===== src/verilog/ctcp_pkg.sv =====
// Constants, register map and state type of the cascadable timer/counter pair
// Contract
// Event mode counts input falling edges; on compare match interrupt and clear.
// Event input levels last two machine cycles; rate at most clock over sixteen.
// Compare writes act at once; software leaves compare alone while running.
// Software keeps the initial-value bit zero in event and timer modes.
// Divider mode toggles output flop on match, clears counter, raises interrupt.
// Divider pin is inverse of output flop; software loads it; reset clears.
// Stopping holds the output; initial-value changes only in a later write.
// Control bit 3 runs counter; bit 7 is flop initial value.
// PWM toggles on duty match; overflow toggles, clears counter, interrupts.
// PWM period spans the full 8-bit count range of source clock.
// PWM pin is inverse of output flop; either pulse polarity possible.
// Running duty writes stage until period interrupt; stopped writes move at once.
// Duty register reads return the staging register contents.
// Software writes duty right after the period interrupt, never coinciding.
// Software stops the counter before entering stop power mode.
// Cascaded 16-bit timer counts when upper runs; match interrupts upper, clears.
// Software writes 16-bit compare low byte first, then high byte.
// Software keeps compare and duty values inside their documented ranges.
// Event input is synchronised; falling edge found from current and previous sample.
// Clock field picks prescaler tap; sub-clock tap replaces slowest when selected.
package ctcp_pkg;
    localparam int NUM_CH = 2;
    localparam int ADR_W = 5;

    // Byte offsets on the register bus
    localparam logic [1:0][4:0] OFS_CTRL = {5'h0c, 5'h00};
    localparam logic [1:0][4:0] OFS_CMP = {5'h10, 5'h04};
    localparam logic [1:0][4:0] OFS_DUTY = {5'h14, 5'h08};
    localparam logic [4:0] OFS_COUNT = 5'h18;
    localparam logic [4:0] OFS_CFG = 5'h1c;

    // Control register fields
    localparam int CTRL_MODE_LSB = 0;
    localparam int CTRL_RUN_BIT = 3;
    localparam int CTRL_CLK_LSB = 4;
    localparam int CTRL_INIT_BIT = 7;
    localparam int CFG_DIVSRC_BIT = 0;

    localparam logic [7:0] CTRL_RST = 8'h00;
    localparam logic [7:0] CMP_RST = 8'hff;
    localparam logic [7:0] DUTY_RST = 8'h80;
    localparam logic [7:0] CNT_ZERO = 8'h00;
    localparam logic [7:0] CNT_ONE = 8'h01;
    localparam logic [7:0] CNT_TOP = 8'hff;

    // Prescaler tap masks: a tap fires when all masked bits are ones
    localparam logic [10:0] MASK_DIV11 = 11'h7ff;
    localparam logic [10:0] MASK_DIV7 = 11'h07f;
    localparam logic [10:0] MASK_DIV5 = 11'h01f;
    localparam logic [10:0] MASK_DIV3 = 11'h007;
    localparam logic [10:0] MASK_DIV1 = 11'h001;
    localparam logic [2:0] SUB_DIV_LAST = 3'h7;

    typedef enum logic [2:0] {
        CTCP_MODE_TIMER = 3'h0,
        CTCP_MODE_DIVOUT = 3'h1,
        CTCP_MODE_PWM = 3'h2,
        CTCP_MODE_CASC = 3'h4
    } ctcp_mode_t;

    typedef enum logic [2:0] {
        CTCP_CLK_SLOW = 3'h0,
        CTCP_CLK_DIV7 = 3'h1,
        CTCP_CLK_DIV5 = 3'h2,
        CTCP_CLK_DIV3 = 3'h3,
        CTCP_CLK_SUB = 3'h4,
        CTCP_CLK_DIV1 = 3'h5,
        CTCP_CLK_FULL = 3'h6,
        CTCP_CLK_EXT = 3'h7
    } ctcp_clk_t;

    typedef struct packed {
        logic ack;
        logic [31:0] dat;
        logic [10:0] psc;
        logic [2:0] sub_sync;
        logic [2:0] sub_div;
        logic divsrc;
        logic [1:0][2:0] ev_sync;
        logic [1:0][7:0] ctrl;
        logic [1:0][7:0] cmp;
        logic [1:0][7:0] stage;
        logic [1:0][7:0] duty;
        logic [1:0][7:0] cnt;
        logic [1:0] tff;
        logic [1:0] irq;
    } ctcp_state_t;
endpackage


===== src/verilog/ctcp_timer_pair.sv =====
// Pair of 8-bit timer/counters with divider, PWM and cascade modes, Wishbone slave
//
// The implementer's own choices: the Wishbone register port and the address map.
`timescale 1ns/1ps
module ctcp_timer_pair import ctcp_pkg::*; (
    input wire logic CLK_IN,
    input wire logic RESETN_IN,
    input wire logic WB_CYC_IN,
    input wire logic WB_STB_IN,
    input wire logic WB_WE_IN,
    input wire logic [ADR_W-1:0] WB_ADR_IN,
    input wire logic [3:0] WB_SEL_IN,
    input wire logic [31:0] WB_DAT_IN,
    output logic [31:0] WB_DAT_OUT,
    output logic WB_ACK_OUT,
    input wire logic SUB_OSC_CLOCK_IN,
    input wire logic [NUM_CH-1:0] EVENT_IN_PIN_IN,
    output logic [NUM_CH-1:0] DIVIDER_OUT_PIN_OUT,
    output logic [NUM_CH-1:0] DUTY_OUT_PIN_OUT,
    output logic [NUM_CH-1:0] CHANNEL_MATCH_IRQ_OUT
);
    ctcp_state_t r;
    ctcp_state_t next_r;

    logic req;
    logic wr;
    logic fs_tick;
    logic slow_tick;
    logic [NUM_CH-1:0] ev_fall;
    logic [NUM_CH-1:0] tick;
    logic [NUM_CH-1:0][7:0] inc;
    logic casc;

    function automatic logic tap_tick(input logic [2:0] sel, input logic [10:0] psc,
                                      input logic slow, input logic fs, input logic ev);
        logic t;
        t = 1'b0;
        case (sel)
            CTCP_CLK_SLOW: t = slow;
            CTCP_CLK_DIV7: t = (psc & MASK_DIV7) == MASK_DIV7;
            CTCP_CLK_DIV5: t = (psc & MASK_DIV5) == MASK_DIV5;
            CTCP_CLK_DIV3: t = (psc & MASK_DIV3) == MASK_DIV3;
            CTCP_CLK_SUB: t = fs;
            CTCP_CLK_DIV1: t = (psc & MASK_DIV1) == MASK_DIV1;
            CTCP_CLK_FULL: t = 1'b1;
            CTCP_CLK_EXT: t = ev;
            default: t = 1'b0;
        endcase
        return t;
    endfunction

    assign req = WB_CYC_IN & WB_STB_IN & ~r.ack;
    assign wr = req & WB_WE_IN & WB_SEL_IN[0];
    // Sub clock is sampled; the second and third stages feed the edge detector
    assign fs_tick = r.sub_sync[1] & ~r.sub_sync[2];
    // Slowest tap swap
    assign slow_tick = r.divsrc ? (fs_tick && r.sub_div == SUB_DIV_LAST)
                                : ((r.psc & MASK_DIV11) == MASK_DIV11);
    assign casc = r.ctrl[1][CTRL_MODE_LSB +: 3] == CTCP_MODE_CASC;

    generate
        for (genvar g = 0; g < NUM_CH; g++) begin : g_ch
            // Falling edge detect
            assign ev_fall[g] = r.ev_sync[g][2] & ~r.ev_sync[g][1];
            assign tick[g] = tap_tick(r.ctrl[g][CTRL_CLK_LSB +: 3], r.psc, slow_tick,
                                      fs_tick, ev_fall[g]);
            assign inc[g] = 8'(r.cnt[g] + CNT_ONE);
        end
    endgenerate

    always_comb begin
        logic [15:0] c16;
        logic run;
        logic [2:0] mode;
        c16 = 16'h0000;
        run = 1'b0;
        mode = 3'h0;
        next_r = r;
        next_r.ack = req;
        next_r.psc = 11'(r.psc + 11'h001);
        next_r.sub_sync = {r.sub_sync[1:0], SUB_OSC_CLOCK_IN};
        if (fs_tick) begin
            next_r.sub_div = 3'(r.sub_div + 3'h1);
        end
        next_r.irq = '0;
        if (req) begin
            next_r.dat = 32'h0000_0000;
        end
        if (req && !WB_WE_IN) begin
            if (WB_ADR_IN == OFS_COUNT) begin
                next_r.dat = {16'h0000, r.cnt[1], r.cnt[0]};
            end
            if (WB_ADR_IN == OFS_CFG) begin
                next_r.dat = {31'h0000_0000, r.divsrc};
            end
        end
        if (wr && WB_ADR_IN == OFS_CFG) begin
            next_r.divsrc = WB_DAT_IN[CFG_DIVSRC_BIT];
        end
        for (int j = 0; j < NUM_CH; j++) begin
            next_r.ev_sync[j] = {r.ev_sync[j][1:0], EVENT_IN_PIN_IN[j]};
            run = r.ctrl[j][CTRL_RUN_BIT];
            mode = r.ctrl[j][CTRL_MODE_LSB +: 3];
            // Both units idle while cascaded; the cascade block below handles the 16-bit count
            if (run && tick[j] && !casc) begin
                case (mode)
                    CTCP_MODE_DIVOUT: begin
                        // Toggle on match
                        if (inc[j] == r.cmp[j]) begin
                            next_r.cnt[j] = CNT_ZERO;
                            next_r.tff[j] = ~r.tff[j];
                            next_r.irq[j] = 1'b1;
                        end else begin
                            next_r.cnt[j] = inc[j];
                        end
                    end
                    CTCP_MODE_PWM: begin
                        // Overflow ends the 256-count period
                        if (r.cnt[j] == CNT_TOP) begin
                            next_r.cnt[j] = CNT_ZERO;
                            next_r.tff[j] = ~r.tff[j];
                            next_r.irq[j] = 1'b1;
                            // Staged duty moves on period event
                            next_r.duty[j] = r.stage[j];
                        end else begin
                            next_r.cnt[j] = inc[j];
                            if (inc[j] == r.duty[j]) begin
                                next_r.tff[j] = ~r.tff[j];
                            end
                        end
                    end
                    default: begin
                        // Match clears and interrupts
                        if (inc[j] == r.cmp[j]) begin
                            next_r.cnt[j] = CNT_ZERO;
                            next_r.irq[j] = 1'b1;
                        end else begin
                            next_r.cnt[j] = inc[j];
                        end
                    end
                endcase
            end
            if (req && !WB_WE_IN) begin
                if (WB_ADR_IN == OFS_CTRL[j]) begin
                    next_r.dat = {24'h000000, r.ctrl[j]};
                end
                if (WB_ADR_IN == OFS_CMP[j]) begin
                    next_r.dat = {24'h000000, r.cmp[j]};
                end
                // Duty reads see the stage
                if (WB_ADR_IN == OFS_DUTY[j]) begin
                    next_r.dat = {24'h000000, r.stage[j]};
                end
            end
            if (wr && WB_ADR_IN == OFS_CTRL[j]) begin
                // Run and initial-value bits
                next_r.ctrl[j] = WB_DAT_IN[7:0];
                // Stopping write leaves the flop alone
                if (!run) begin
                    next_r.tff[j] = WB_DAT_IN[CTRL_INIT_BIT];
                end
                if (!WB_DAT_IN[CTRL_RUN_BIT]) begin
                    next_r.cnt[j] = CNT_ZERO;
                end
            end
            // Compare is unbuffered
            if (wr && WB_ADR_IN == OFS_CMP[j]) begin
                next_r.cmp[j] = WB_DAT_IN[7:0];
            end
            if (wr && WB_ADR_IN == OFS_DUTY[j]) begin
                next_r.stage[j] = WB_DAT_IN[7:0];
                // Stopped transfer is immediate
                if (!run) begin
                    next_r.duty[j] = WB_DAT_IN[7:0];
                end
            end
        end
        // Cascaded count on lower unit's clock, gated by upper run bit
        if (casc && r.ctrl[1][CTRL_RUN_BIT] && tick[0]) begin
            c16 = 16'({r.cnt[1], r.cnt[0]} + 16'h0001);
            if (c16 == {r.cmp[1], r.cmp[0]}) begin
                next_r.cnt[1] = CNT_ZERO;
                next_r.cnt[0] = CNT_ZERO;
                next_r.irq[1] = 1'b1;
            end else begin
                next_r.cnt[1] = c16[15:8];
                next_r.cnt[0] = c16[7:0];
            end
        end
    end

    always_ff @(posedge CLK_IN or negedge RESETN_IN) begin
        if (!RESETN_IN) begin
            r <= '0;
            r.ctrl <= {CTRL_RST, CTRL_RST};
            r.cmp <= {CMP_RST, CMP_RST};
            r.stage <= {DUTY_RST, DUTY_RST};
            r.duty <= {DUTY_RST, DUTY_RST};
        end else begin
            r <= next_r;
        end
    end

    // Pins show the inverted flop; reset clears the flop
    assign DIVIDER_OUT_PIN_OUT = ~r.tff;
    assign DUTY_OUT_PIN_OUT = ~r.tff;
    assign CHANNEL_MATCH_IRQ_OUT = r.irq;
    assign WB_DAT_OUT = r.dat;
    assign WB_ACK_OUT = r.ack;
endmodule


===== config.mk =====
export PLATFORM = sky130hd
export DESIGN_NAME = ctcp_timer_pair
export DESIGN_NICKNAME = d
export VERILOG_FILES = /design/src/verilog/ctcp_pkg.sv /design/src/verilog/ctcp_timer_pair.sv
export SDC_FILE = /design/constraint.sdc
export NUM_CORES = 1
export LEC_CHECK = 0
export ABC_AREA = 0
export BUFFER_PORTS_ARGS = -buffer_cell sky130_fd_sc_hd__buf_2
export CELL_PAD_IN_SITES_DETAIL_PLACEMENT = 1
export CELL_PAD_IN_SITES_GLOBAL_PLACEMENT = 1
export CORE_MARGIN = 5
export CORE_UTILIZATION = 50
export DETAILED_ROUTE_END_ITERATION = 12
export PLACE_DENSITY_LB_ADDON = 0.1
export REMOVE_ABC_BUFFERS = 1
export SLEW_MARGIN = 0
export SYNTH_ARGS = -nofsm -noshare
export SYNTH_HDL_FRONTEND = slang
export SYNTH_SLANG_ARGS = --single-unit

===== constraint.sdc =====
create_clock -name CLK_IN -period 6.1 [get_ports CLK_IN]
set_input_delay 1.22 -clock CLK_IN [delete_from_list [all_inputs] [get_ports CLK_IN]]
set_output_delay 1.22 -clock CLK_IN [all_outputs]
set_load 0.005 [all_outputs]

==> results.cfg <==
[yosys]
synth.distinct_cells = 84
yosys_warnings = 0
syn_inst = 784
synth_flop_cell = dfrtp_1
synth_seq_cells = 141
syn_avg_cell_area_um2 = 10.24
synthArstFlopShare_pct = 100.0
synth_edf_count = 0
seq_area_frac_synth_pct = 44.25
synth_area_mm2 = 0.008030

[worst_setup_path]
ff2ff_path_depth = 8
r2r_end = r[7]$_DFF_PN0_
r2r_slack_ns = 2.09
regToRegStartpoint = r[4]$_DFF_PN0_
cp_max_fo = 20
path_class = reg -> reg
critPathLaunchType = register
required_ns = 6.41
crit_arrival_ns = 4.31
endpoint_kind = register

[min_path]
min_path_type = reg -> reg
min_to = next_r[86]$_DFF_PN0_
min_from = next_r[85]$_DFF_PN0_
holdPathStages = 0

[timing]
tightest_slew_ns = 1.305
fin_crit_sh_pct = 65.69
fin_crit_ns = 4.007
maxSlewViolCount = 0
hold_violations = 0
finClkSkew_ns = 0.01226
relSlewSlack_pct = 12.32
finalSetupTns_ns = 0
final-setup-viol-count = 0
worst_slack_ns = 2.093
fmax_mhz = 249.5
rsz0062_at_grt = false

[drt]
wl_per_cell_um = 23.10
drt-initial-drc-count = 417
via_per_inst = 6.158
ant_nets = 0
drt_pre_antenna_iters = 7
route.detailed.drc = 0
dr_total_vias = 6275
wirelength_um = 23540

[clock_network]
cts.htree.levels = 4
cts_tree = done
cts_buffers = 17
clkSinkCount = 141
clock_latency_ns = 0.44
postCtsSetupBuffers = 0
clk_pin_slew_ns = 0.06
cts_root_buffer = clkbuf_16
cts_buffer_depth = 2
ctsResizeCount = 0
cts_hold_buf = 0

[floorplanning]
die_x_um = 136.7
core_area_mm2 = 0.01583
floorplan.initialDensity_pct = 50.74
ioPinCount = 88
die_area_mm2 = 0.01870
die_h_um = 136.7
rows = 46

[global_routing]
antenna_found_initial = 0
grt_max_degree = 91
grt_pass1_vias = 6641
grt_pass1_wl_um = 37420
global_route.usage.total_pct = 26.28
grt-ovfl-total = 0

[final_layout]
n_antenna_cell = 0
fillers = 1751
ff_latch_area_mm2 = 0.003553
utilization_pct = 55.47
drive_above_1_share_pct = 24.16
nNetsFinal = 846
syn_to_final_growth_pct = 9.333
multiInputGateArea_mm2 = 0.003978

[power_and_ir_drop]
leakagePower_uw = 0.003736
peakVddDrop_mv = 0.2165
swShare_pct = 27.99
internal_power_uw = 1612
power_uw = 2239
pwr-share-seq_pct = 46.1
clock_power_share_pct = 44.7
p_sw_uw = 626.7
pwr-share-comb_pct = 9.2
p_per_area_mw_per_mm2 = 255.0

[status]
status = finished clean

[placed_design]
dp_slack_ns = 2.094
gp_congestion = 0.9055
io_buffers = 60
hpwlAfterDp_um = 16560

[run]
maxCapViolations = 0
[cell type report]
type                    count  share of cell area, %
clock buffers              18                  5.002
clock inverters            14                  1.411
inverters                  15                 0.6413
multi-input cells         548                  45.30
flip-flops and latches    141                  40.47
well taps                 216                  3.078
repair buffers             67                  4.090
[cells in the mapped netlist (17+ instances only)]
cell type,n,area (um^2)
xor2_1,20,175.2
mux2i_1,29,290.3
o21ai_0,45,225.2
and2_1,17,106.4
nand3_1,22,110.1
buf_4,38,285.3
mux2_2,55,619.3
dfstp_2,20,525.5
clkbuf_1,28,105.1
nand2_1,59,221.5
nor2_1,38,142.6
dfrtp_1,121,3028
nor3_1,20,100.1
xnor2_1,29,254.0
a21oi_1,27,135.1
[metal layers]
metal / GRT usage [%] / part of all wire, %
met5: 0 / 0
met4: 7.615 / 1.7
met3: 4.926 / 3.8
met2: 45.40 / 51
met1: 33.64 / 43
[flip-flops by register name, summed over array words and instances (netlist names)]
register and cells:
CHANNEL_MATCH_IRQ_OUT 2, WB_ACK_OUT 1, WB_DAT_OUT 32, next_r 6, r 100
[worst max-delay path by stage]
| stage | start | end | slack (ns) |
|---|---|---|---|
| 2_1_floorplan | WB_CYC_IN | WB_DAT_OUT[3]$_DFF_PN0_ | 2.41 |
| 3_3_place_gp | WB_ADR_IN[4] | r[16]$_DFF_PN0_ | 2.19 |
| 3_5_place_dp | WB_ADR_IN[4] | r[15]$_DFF_PN0_ | 2.09 |
| 4_1_cts | r[4]$_DFF_PN0_ | r[7]$_DFF_PN0_ | 2.19 |
| 5_1_grt | r[12]$_DFF_PN0_ | r[7]$_DFF_PN0_ | 1.87 |
| 6_report | r[4]$_DFF_PN0_ | r[7]$_DFF_PN0_ | 2.09 |
[through the flow]
step                hold WS [ns]  instance area (um^2)  instances
global placement          0.3334                  8217        987
CTS                       0.3550                  8780       1019
finish                    0.3498                  8780       1019
detailed placement        0.3358                  8217        987
global route              0.3641                  8780       1019
floorplan                 0.3312                  7576        704
[cell families after synthesis]
logic type / share of synthesized area, %
and+or+nand+nor: 16.50
xor gates and xnor gates: 6.201
buffers and inverters: 6.357
muxes: 11.47
AOI/OAI and AO/OA: 14.13
DFF: 44.25
adders and majority gates: 1.091
[cells in the final DEF, fill, tap and decap left out, types with 22 or more instances in the layout]
cell type,count
mux2_2,55
nand3_1,22
nor2_1,38
o21ai_0,45
buf_2,59
nand2_1,59
dfrtp_1,121
mux2i_1,29
xnor2_1,29
a21oi_1,27
[power by group through the flow]
stage	Clock, uW	Combinational (uW)	Sequential [uW]
floorplan	0	124	1030
global placement	0	197	1040
detailed placement	0	205	1050
CTS	1020	208	1030
global route	1060	229	1040
finish	1000	206	1030
[worst max-delay path: stages, from the launching register on]
cell	delay, ns
dfrtp_1	0.57
ha_1	0.47
xor3_1	0.40
a311oi_1	0.32
nand4b_1	0.15
a221oi_2	0.39
nand4_1	0.84
a222oi_1	0.65
nor2_1	0.10
(Power assumes the default switching activity.)
